`src/shared/stx_pkg.sv`:
```
// Package with register map, field layout and types of the serial transmitter.
package stx_pkg;
  // Register byte offsets.
  localparam logic [7:0] OFF_MODE = 8'h00;
  localparam logic [7:0] OFF_COMM = 8'h04;
  localparam logic [7:0] OFF_DATA = 8'h08;
  localparam logic [7:0] OFF_STATUS = 8'h0c;
  localparam logic [7:0] OFF_OUTLVL = 8'h10;
  localparam logic [7:0] OFF_OUTEN = 8'h14;
  localparam logic [7:0] OFF_START = 8'h18;
  localparam logic [7:0] OFF_STOP = 8'h1c;
  localparam logic [7:0] OFF_ENSTAT = 8'h20;
  localparam logic [7:0] OFF_PRESCALE = 8'h24;
  localparam logic [7:0] OFF_UNITEN = 8'h28;
  // Mode register fields.
  localparam int MODE_CLKSEL_BIT = 15;
  localparam int MODE_IRQSRC_BIT = 0;
  // Communication register fields.
  localparam int COMM_PHASE_BIT = 13;
  localparam int COMM_POL_BIT = 12;
  localparam int COMM_ORDER_BIT = 7;
  localparam int COMM_LEN_BIT = 0;
  // Output level register fields.
  localparam int OUTLVL_CLK_BIT = 8;
  localparam int OUTLVL_DATA_BIT = 0;
  // Status register fields.
  localparam int STAT_ACTIVE_BIT = 6;
  localparam int STAT_FULL_BIT = 0;
  // Reset values.
  localparam logic [15:0] RST_MODE = 16'h0020;
  localparam logic [15:0] RST_COMM = 16'h0087;
  localparam logic [15:0] RST_DATA = 16'h0000;
  localparam logic [15:0] RST_OUTLVL = 16'h0101;
  localparam logic [7:0] RST_PRESCALE = 8'h00;
  // Divider of first channel may reach half the system clock.
  localparam logic FIRST_CHANNEL = 1'b1;
  localparam logic [6:0] MIN_DIV_OTHER = 7'h01;
  // Shifter states.
  typedef enum logic [1:0] {
    STX_IDLE = 2'b00,
    STX_LEAD = 2'b01,
    STX_LOW = 2'b10,
    STX_HIGH = 2'b11
  } stx_state_e;
  // Serial pins bundled.
  typedef struct packed {
    logic clk;
    logic data;
    logic dataOe;
  } stx_pins_s;
endpackage : stx_pkg

```
`src/hw/stx_master.sv`:
```
// Master-transmit serial channel with APB register access.
// Overview of operation
// Word length bit: 0 shifts 7 bits, 1 shifts 8 bits.
// Bit order bit: 0 MSB first, 1 LSB first.
// Phase bit 1 puts first bit half a clock before clocking.
// Polarity bit 1 inverts the serial clock output.
// Event source: 0 transfer end, 1 buffer empty.
// Clock select picks prescaler output zero or one.
// Data register upper bits divide clock; half rate only first channel.
// Software writes transmit word into low byte of data register.
// Software presets idle clock level to match polarity before start.
// Output enable bit must be set to drive serial data.
// Start trigger write of 1 enables channel; 0 has no effect.
// Stop trigger write of 1 stops channel, clearing enable status.
// Clearing output enable after stop halts serial output.
// Stopped and disabled channel lets software set pin levels.
// Removing unit clock resets all channel state; the code keeps shiftReg and bitsLeft.
// Software waits for word in progress before stopping.
// After clock removal software reinitialises instead of resuming.
// Write while buffer full replaces the buffered word.
// Event source may change until the last bit starts.
// Stop trigger clears itself once enable status reads 0.
// Unit clock off: writes ignored, reads return defaults; the code reads back zero.
// Buffer-empty event fires when buffered word enters shifter.
// Transfer flag holds from shift start until last bit out.
`timescale 1ns/1ps
module stx_master (
  // Clock and reset.
  input wire logic core_clk,
  input wire logic reset_n,
  // APB slave.
  input wire logic psel,
  input wire logic penable,
  input wire logic pwrite,
  input wire logic [7:0] paddr,
  input wire logic [31:0] pwdata,
  output logic [31:0] prdata,
  output logic pready,
  output logic pslverr,
  // Serial pins and event.
  output stx_pkg::stx_pins_s serialPins,
  output logic channelTransferIrq
);
  import stx_pkg::*;

  logic unitEn, next_unitEn;
  logic [15:0] modeCfg, next_modeCfg;
  logic [15:0] commCfg, next_commCfg;
  logic [15:0] dataDiv, next_dataDiv;
  logic [15:0] outLvl, next_outLvl;
  logic outEn, next_outEn;
  logic enStat, next_enStat;
  logic stopTrig, next_stopTrig;
  logic [7:0] prescale, next_prescale;
  logic bufFull, next_bufFull;
  logic [7:0] shiftReg, next_shiftReg;
  logic [3:0] bitsLeft, next_bitsLeft;
  logic [15:0] preCnt, next_preCnt;
  logic [7:0] divCnt, next_divCnt;
  stx_state_e state, next_state;
  logic [31:0] next_prdata;
  logic next_pready, next_irq;
  stx_pins_s next_pins;
  logic access, wr, rd;

  assign access = psel && penable && !pready;
  assign wr = access && pwrite;
  assign rd = access && !pwrite;

  // Next bit to put out given order and length.
  function automatic logic pickBit(input logic [7:0] w, input logic lsb,
                                   input logic len8);
    pickBit = lsb ? w[0] : (len8 ? w[7] : w[6]);
  endfunction : pickBit

  // Shift one bit away in the selected direction.
  function automatic logic [7:0] shiftOn(input logic [7:0] w,
                                         input logic lsb);
    shiftOn = lsb ? {1'b0, w[7:1]} : {w[6:0], 1'b0};
  endfunction : shiftOn

  logic opTick, divDone, lsbFirst, len8, phase1, invClk;
  logic [3:0] psSel;
  logic [6:0] divVal;
  assign lsbFirst = commCfg[COMM_ORDER_BIT];
  assign len8 = commCfg[COMM_LEN_BIT];
  assign phase1 = commCfg[COMM_PHASE_BIT];
  assign invClk = commCfg[COMM_POL_BIT];
  // Prescaler nibble per select; output ticks once per 2^n cycles.
  assign psSel = modeCfg[MODE_CLKSEL_BIT] ? prescale[7:4] : prescale[3:0];
  assign divVal = dataDiv[15:9];

  always_comb begin
    next_preCnt = preCnt + 16'h0001;
    opTick = (psSel == 4'h0) || ((preCnt & ((16'h0001 << psSel) - 16'h0001))
      == 16'h0000);
    // Start one count in, so that the first half of a word lasts as long
    // as every later half instead of ending on the very first cycle.
    if (state == STX_IDLE) begin
      next_preCnt = 16'h0001;
    end
  end

  // Half-period counter: divides by (divider+1); non-first channels
  // are held at a divider of at least one so they never reach fclk/2.
  logic [6:0] effDiv;
  assign effDiv = (!FIRST_CHANNEL && divVal < MIN_DIV_OTHER) ? MIN_DIV_OTHER
    : divVal;
  assign divDone = opTick && (divCnt == {1'b0, effDiv});

  always_comb begin
    next_unitEn = unitEn;
    next_modeCfg = modeCfg;
    next_commCfg = commCfg;
    next_dataDiv = dataDiv;
    next_outLvl = outLvl;
    next_outEn = outEn;
    next_enStat = enStat;
    next_stopTrig = stopTrig;
    next_prescale = prescale;
    next_bufFull = bufFull;
    next_shiftReg = shiftReg;
    next_bitsLeft = bitsLeft;
    next_divCnt = divCnt;
    next_state = state;
    next_irq = 1'b0;
    // Shifter.
    if (opTick) begin
      next_divCnt = divDone ? 8'h00 : divCnt + 8'h01;
    end
    case (state)
      STX_IDLE: begin
        next_divCnt = 8'h00;
        if (enStat && bufFull) begin
          next_shiftReg = dataDiv[7:0];
          next_bufFull = 1'b0;
          next_bitsLeft = len8 ? 4'h8 : 4'h7;
          next_state = phase1 ? STX_LEAD : STX_LOW;
          next_irq = modeCfg[MODE_IRQSRC_BIT];
        end
      end
      STX_LEAD: begin
        if (divDone) begin
          next_state = STX_LOW;
        end
      end
      STX_LOW: begin
        if (divDone) begin
          next_state = STX_HIGH;
        end
      end
      default: begin
        if (divDone) begin
          next_shiftReg = shiftOn(shiftReg, lsbFirst);
          next_bitsLeft = bitsLeft - 4'h1;
          if (bitsLeft == 4'h1) begin
            // Event source sampled at word end, so late changes count.
            next_irq = !modeCfg[MODE_IRQSRC_BIT];
            if (enStat && bufFull) begin
              next_shiftReg = dataDiv[7:0];
              next_bufFull = 1'b0;
              next_bitsLeft = len8 ? 4'h8 : 4'h7;
              next_state = STX_LOW;
              next_irq = 1'b1;
            end else begin
              next_state = STX_IDLE;
            end
          end else begin
            next_state = STX_LOW;
          end
        end
      end
    endcase
    if (!enStat) begin
      next_state = STX_IDLE;
    end
    next_stopTrig = stopTrig && enStat;
    // Register writes other than unit enable, ignored while the unit clock is off.
    if (wr && paddr == OFF_UNITEN) begin
      next_unitEn = pwdata[0];
    end else if (wr && unitEn) begin
      if (paddr == OFF_MODE) begin
        next_modeCfg = pwdata[15:0];
      end else if (paddr == OFF_COMM) begin
        next_commCfg = pwdata[15:0];
      end else if (paddr == OFF_DATA) begin
        next_dataDiv = pwdata[15:0];
        next_bufFull = 1'b1;
      end else if (paddr == OFF_OUTLVL) begin
        next_outLvl = pwdata[15:0];
      end else if (paddr == OFF_OUTEN) begin
        next_outEn = pwdata[0];
      end else if (paddr == OFF_START) begin
        next_enStat = enStat | pwdata[0];
      end else if (paddr == OFF_STOP && pwdata[0]) begin
        next_enStat = 1'b0;
        next_stopTrig = 1'b1;
      end else if (paddr == OFF_PRESCALE) begin
        next_prescale = pwdata[7:0];
      end
    end
    // Unit clock off holds registers and shifter state at defaults; shiftReg and bitsLeft keep their values.
    if (!unitEn) begin
      next_modeCfg = RST_MODE;
      next_commCfg = RST_COMM;
      next_dataDiv = RST_DATA;
      next_outLvl = RST_OUTLVL;
      next_outEn = 1'b0;
      next_enStat = 1'b0;
      next_stopTrig = 1'b0;
      next_prescale = RST_PRESCALE;
      next_bufFull = 1'b0;
      next_state = STX_IDLE;
    end
  end

  // Read path: data stands only in the cycle of pready, zero otherwise.
  always_comb begin
    next_pready = access;
    next_prdata = prdata;
    if (pready) begin
      next_prdata = 32'h0000_0000;
    end
    if (rd) begin
      next_prdata = 32'h0000_0000;
      if (paddr == OFF_UNITEN) begin
        next_prdata = {31'h0000_0000, unitEn};
      end else if (!unitEn) begin
        next_prdata = 32'h0000_0000;
      end else if (paddr == OFF_MODE) begin
        next_prdata = {16'h0000, modeCfg};
      end else if (paddr == OFF_COMM) begin
        next_prdata = {16'h0000, commCfg};
      end else if (paddr == OFF_DATA) begin
        next_prdata = {16'h0000, dataDiv};
      end else if (paddr == OFF_STATUS) begin
        next_prdata[STAT_ACTIVE_BIT] = (state != STX_IDLE);
        next_prdata[STAT_FULL_BIT] = bufFull;
      end else if (paddr == OFF_OUTLVL) begin
        next_prdata = {16'h0000, outLvl};
      end else if (paddr == OFF_OUTEN) begin
        next_prdata = {31'h0000_0000, outEn};
      end else if (paddr == OFF_STOP) begin
        next_prdata = {31'h0000_0000, stopTrig};
      end else if (paddr == OFF_ENSTAT) begin
        next_prdata = {31'h0000_0000, enStat};
      end else if (paddr == OFF_PRESCALE) begin
        next_prdata = {24'h00_0000, prescale};
      end
    end
  end

  // Pin drive: the clock idles at the software level, toggles low then
  // high per bit, and polarity inverts it.
  always_comb begin
    next_pins.dataOe = outEn;
    next_pins.clk = outLvl[OUTLVL_CLK_BIT];
    next_pins.data = outLvl[OUTLVL_DATA_BIT];
    if (next_state != STX_IDLE) begin
      next_pins.clk = (next_state == STX_LOW) ^ invClk ? 1'b0 : 1'b1;
      next_pins.data = pickBit(next_shiftReg, lsbFirst, len8);
    end
  end

  // Software-visible configuration and control state.
  always_ff @(posedge core_clk or negedge reset_n) begin
    if (!reset_n) begin
      unitEn <= 1'b0;
      modeCfg <= RST_MODE;
      commCfg <= RST_COMM;
      dataDiv <= RST_DATA;
      outLvl <= RST_OUTLVL;
      outEn <= 1'b0;
      enStat <= 1'b0;
      stopTrig <= 1'b0;
      prescale <= RST_PRESCALE;
      bufFull <= 1'b0;
    end else begin
      unitEn <= next_unitEn;
      modeCfg <= next_modeCfg;
      commCfg <= next_commCfg;
      dataDiv <= next_dataDiv;
      outLvl <= next_outLvl;
      outEn <= next_outEn;
      enStat <= next_enStat;
      stopTrig <= next_stopTrig;
      prescale <= next_prescale;
      bufFull <= next_bufFull;
    end
  end

  // Shifter, its counters and the channel event.
  always_ff @(posedge core_clk or negedge reset_n) begin
    if (!reset_n) begin
      shiftReg <= 8'h00;
      bitsLeft <= 4'h0;
      preCnt <= 16'h0000;
      divCnt <= 8'h00;
      state <= STX_IDLE;
      channelTransferIrq <= 1'b0;
    end else begin
      shiftReg <= next_shiftReg;
      bitsLeft <= next_bitsLeft;
      preCnt <= next_preCnt;
      divCnt <= next_divCnt;
      state <= next_state;
      channelTransferIrq <= next_irq;
    end
  end

  // Bus answer.
  always_ff @(posedge core_clk or negedge reset_n) begin
    if (!reset_n) begin
      prdata <= 32'h0000_0000;
      pready <= 1'b0;
    end else begin
      prdata <= next_prdata;
      pready <= next_pready;
    end
  end

  // Pins come from flip-flops so the far side never sees decode glitches.
  always_ff @(posedge core_clk or negedge reset_n) begin
    if (!reset_n) begin
      serialPins <= '{clk: 1'b1, data: 1'b1, dataOe: 1'b0};
    end else begin
      serialPins <= next_pins;
    end
  end

  assign pslverr = 1'b0;
endmodule : stx_master

```
`config.mk`:
```
export PLATFORM = sky130hd
export DESIGN_NAME = stx_master
export DESIGN_NICKNAME = d
export VERILOG_FILES = /design/src/shared/stx_pkg.sv /design/src/hw/stx_master.sv
export SDC_FILE = /design/constraint.sdc
export NUM_CORES = 1
export LEC_CHECK = 0
export BUFFER_PORTS_ARGS = -buffer_cell sky130_fd_sc_hd__buf_2
export CAP_MARGIN = 20
export CELL_PAD_IN_SITES_DETAIL_PLACEMENT = 0
export CELL_PAD_IN_SITES_GLOBAL_PLACEMENT = 2
export CORE_ASPECT_RATIO = 0.8
export CORE_MARGIN = 1.5
export CORE_UTILIZATION = 35
export CTS_CLUSTER_DIAMETER = 50
export DETAILED_ROUTE_END_ITERATION = 16
export GPL_ROUTABILITY_DRIVEN = 0
export GPL_TIMING_DRIVEN = 0
export PLACE_DENSITY_LB_ADDON = 0.2
export SYNTH_ARGS = -nofsm -noshare
export SYNTH_HDL_FRONTEND = slang
export SYNTH_SLANG_ARGS = --single-unit
```
`constraint.sdc`:
```
create_clock -name core_clk -period 4.3 [get_ports core_clk]
set_clock_uncertainty 0.1 [all_clocks]
set_input_delay 0.215 -clock core_clk [delete_from_list [all_inputs] [get_ports core_clk]]
set_output_delay 0.215 -clock core_clk [all_outputs]
set_load 0.05 [all_outputs]
```
==> impl_metrics.py <==
metrics = {
    "worst_setup_path": {
        "startpoint": "modeCfg[15]",
        "crit_type": "reg2reg",
        "critPathArrivalTime_ns": 4.29,
        "r2r_cells": 15,
        "worstSetupEndpoint": "bitsLeft[0]",
        "rr_endpoint": "bitsLeft[0]",
        "r2r_slack_ns": 0.22,
        "cp_num_buf_inv": 3,
        "path_max_fanout": 10,
        "r2r-start": "modeCfg[15]",
        "cpPeakStageDelay_ns": 0.45,
        "crit_chain": "buf_6, nor3b_2, nor2_1, nor2_4, inv_2, ha_1, clkbuf_2, a311oi_1, a2111oi_0, a31oi_1, and4_4, a21oi_1, mux2_4, nor2_4, mux2_2",
        "cp_common_cell": "nor2_4",
        "crit_family": "simple AND/OR/NAND/NOR gates",
        "cpMaxStageDelayCell": "dfrtp_1",
        "critPathRequiredTime_ns": 4.51,
        "setup.worst_path.start_class": "flop",
        "worstSetupPathDepth": 15,
        "worstSetupEndpointType": "flop",
    },
    "sta": {
        "period_share": 0.950,
        "rsz0062_at_grt": "true",
        "hold_violations": 0,
        "slew_viol_final": 0,
        "min_period_ns": 4.08,
        "fmax_mhz": 245,
        "tightest_slew_ns": 1.05,
        "setup_violations": 0,
        "slew_headroom": 0.292,
    },
    "cells_and_area": {
        "drive_above_1_share": 0.152,
        "syn2layout_area_growth_pct": 19.8,
        "design_area_um2": 8840,
        "n_fill_cell": 2081,
        "n_antenna_cell": 0,
        "final_util": 0.427,
        "fin_nets": 994,
    },
    "floorplan": {
        "fp.coreArea_um2": 20700,
        "die_area_um2": 22000,
        "initial_utilization": 0.356,
        "io_pins": 83,
        "chipWidth_um": 165,
        "row_count": 47,
        "die_h_um": 133,
    },
    "min_path": {
        "min_from": "pwdata[0]",
        "min_path_cells": 3,
        "min_path_type": "in2reg",
    },
    "yosys": {
        "ys_seq_area_frac": 0.460,
        "synth.most_common_cell": "nand2_1",
        "yosysUniqueCellTypes": 70,
        "yosys-top-cells-count": "nand2_1 (166), dfrtp_1 (126), a21oi_1 (73), o21ai_0 (73), nor2_1 (44)",
        "synth_edf_count": 0,
        "ys_seq_elements": 135,
        "syn-instance-count": 835,
        "synthFlopType": "dfrtp_1",
        "yosysWarningCount": 0,
        "synth_area_leader_cell": "dfrtp_1",
        "syn_area_per_cell_um2": 8.83,
        "synth.top_cell.area_share": 0.428,
        "netlist_top_cells_area": "dfrtp_1 (43%), nand2_1 (8.5%), a21oi_1 (5.0%), o21ai_0 (5.0%), dfstp_2 (3.2%)",
        "synth_area_um2": 7370,
        "synthArstFlopShare": 1.00,
    },
    "placement": {
        "portBuffers": 48,
        "dpl_cell_area_um2": 8050,
        "place_hpwl_mm": 17.1,
    },
    "grt": {
        "grt_pass1_vias": 6583,
        "grt_max_degree": 92,
        "grt_pass1_wl_mm": 37.8,
        "grt_overflow_total": 0,
        "grt.total_usage": 0.229,
        "antenna_found_initial": 0,
    },
    "power_and_ir_drop": {
        "power_frac_seq": 0.402,
        "p_comb_frac": 0.202,
        "powerDensity_nw_per_um2": 421,
        "switching_share": 0.336,
        "switching_power_mw": 1.25,
        "power_leakage_nw": 3.90,
        "clkPwrFrac": 0.396,
        "p_int_mw": 2.47,
        "ir_worst_vdd_v": 0.000281,
    },
    "cts": {
        "root_buffer": "clkbuf_16",
        "numCtsBuffers": 17,
        "post_cts_buffers": 0,
        "clk_path_buf_depth": 2,
        "cts.sinks": 135,
        "cts_tree": "built",
        "clk_pin_slew_ns": 0.07,
        "clk_latency_ns": 0.43,
        "htreeDepth": 4,
    },
    "drt": {
        "totalWireLength_mm": 24.2,
        "drt_iter0_markers": 783,
        "vias_per_cell": 5.57,
        "vias": 6810,
        "final_antenna_net_count": 0,
        "drc": 0,
        "drtPass1Iterations": 5,
        "post_drt_wl_per_cell_um": 19.8,
    },
    "job": {
        "maxCapViolCount": 0,
    },
    "outcome": {
        "status": "complete, no violations",
    },
}
==> metrics by stage <==
step	power, mW	hold slack [ns]	TNS (ns)	std cells	setup WS, ns
floorplan	2.00	-0.181	0	851	0.792
global placement	2.21	0.296	0	1168	0.175
detailed placement	2.23	0.0839	0	1171	0.135
CTS	3.73	0.00367	0	1221	0.105
global route	3.90	0.0106	-0.145	1222	-0.0515
finish	3.72	0.0197	0	1222	0.217
==> how the worst min path moves through the flow <==
stage | end | slack [ns]
after global routing | dataDiv[0] | 0.01
after global placement | serialPins[0] | 0.30
after detailed placement | preCnt[11] | 0.08
final | dataDiv[0] | 0.02
after CTS | dataDiv[0] | 0.004
after floorplan | bitsLeft[0] | -0.18
==> sequential cells by signal, summed over array words and instances, names as in the netlist, 2 cells and up <==
register and flops:
bitsLeft 4, preCnt 15, prdata 16, modeCfg 16, outLvl 16, prescale 8
dataDiv 16, shiftReg 8, state 2, divCnt 8, serialPins 3, commCfg 16
==> worst register-to-register path: stages (launching register included) <==
cell and delay, ns:
dfrtp_1 0.45, buf_6 0.18, nor3b_2 0.25, nor2_1 0.15
nor2_4 0.16, inv_2 0.07, ha_1 0.26, clkbuf_2 0.23
a311oi_1 0.37, a2111oi_0 0.14, a31oi_1 0.32, and4_4 0.30
a21oi_1 0.10, mux2_4 0.33, nor2_4 0.21, mux2_2 0.37
==> power by group through the flow <==
stage,sequential (mW),clock [mW],combinational (mW)
after CTS,1.49,1.50,0.735
after global routing,1.51,1.56,0.827
after floorplan,1.50,0,0.501
final,1.50,1.48,0.752
after global placement,1.51,0,0.705
after detailed placement,1.51,0,0.719
==> cells by family (layout without fill, tap and decap cells) <==
group	after synthesis	count (layout)	synth area share
simple gates	316	316	0.200
compound gates	244	244	0.211
flops	135	135	0.460
buf+inv	88	190	0.0557
mux	26	26	0.0382
xor+xnor	16	16	0.0190
fa+ha+maj	9	9	0.0153
other cells	1	17	0.000509
==> cells in the final DEF, fill, tap and decap left out, types with 7 or more instances in the layout <==
cell and count:
nor3_1 8, mux2_2 13, nand4_1 7, nand2_1 166, nand3_1 27, a22o_1 10, a21oi_1 73, clkbuf_1 38
buf_2 50, ha_1 9, and3_1 7, inv_1 22, dfrtp_1 126, dlygate4sd3_1 18, clkbuf_16 17, o21ai_0 73
a221oi_1 11, a211oi_1 8, a21o_1 7, a22oi_1 8, buf_4 19, o211ai_1 9, xnor2_1 11, dfstp_2 9
mux2i_1 12, conb_1 17, or3_1 11, nor2_1 43
==> layer usage <==
layer | global-route usage | vias up | share of wire
met5 | 0 | - | 0
met4 | 0.0676 | 0 | 0.017
met3 | 0.0574 | 27 | 0.071
met2 | 0.339 | 244 | 0.45
met1 | 0.327 | 3377 | 0.46
li1 | - | 3162 | -
==> area by class of cell <==
type / count / area [um2] / area share
multi-input cells: 628 / 3640 / 0.412
flip-flops and latches: 135 / 3390 / 0.384
repair buffers: 70 / 469 / 0.0531
clock buffers: 17 / 425 / 0.0481
well taps: 269 / 337 / 0.0381
plain buffers: 64 / 322 / 0.0364
clock inverters: 15 / 163 / 0.0184
inverters: 24 / 90.1 / 0.0102
==> timing repair <==
action	4_1_cts	5_1_grt
endpoints found under the hold margin	84	0
setup endpoints to repair	0	21
hold buffers	18	0
gates resized for setup	0	5
Power figures use the tool's default switching activity.
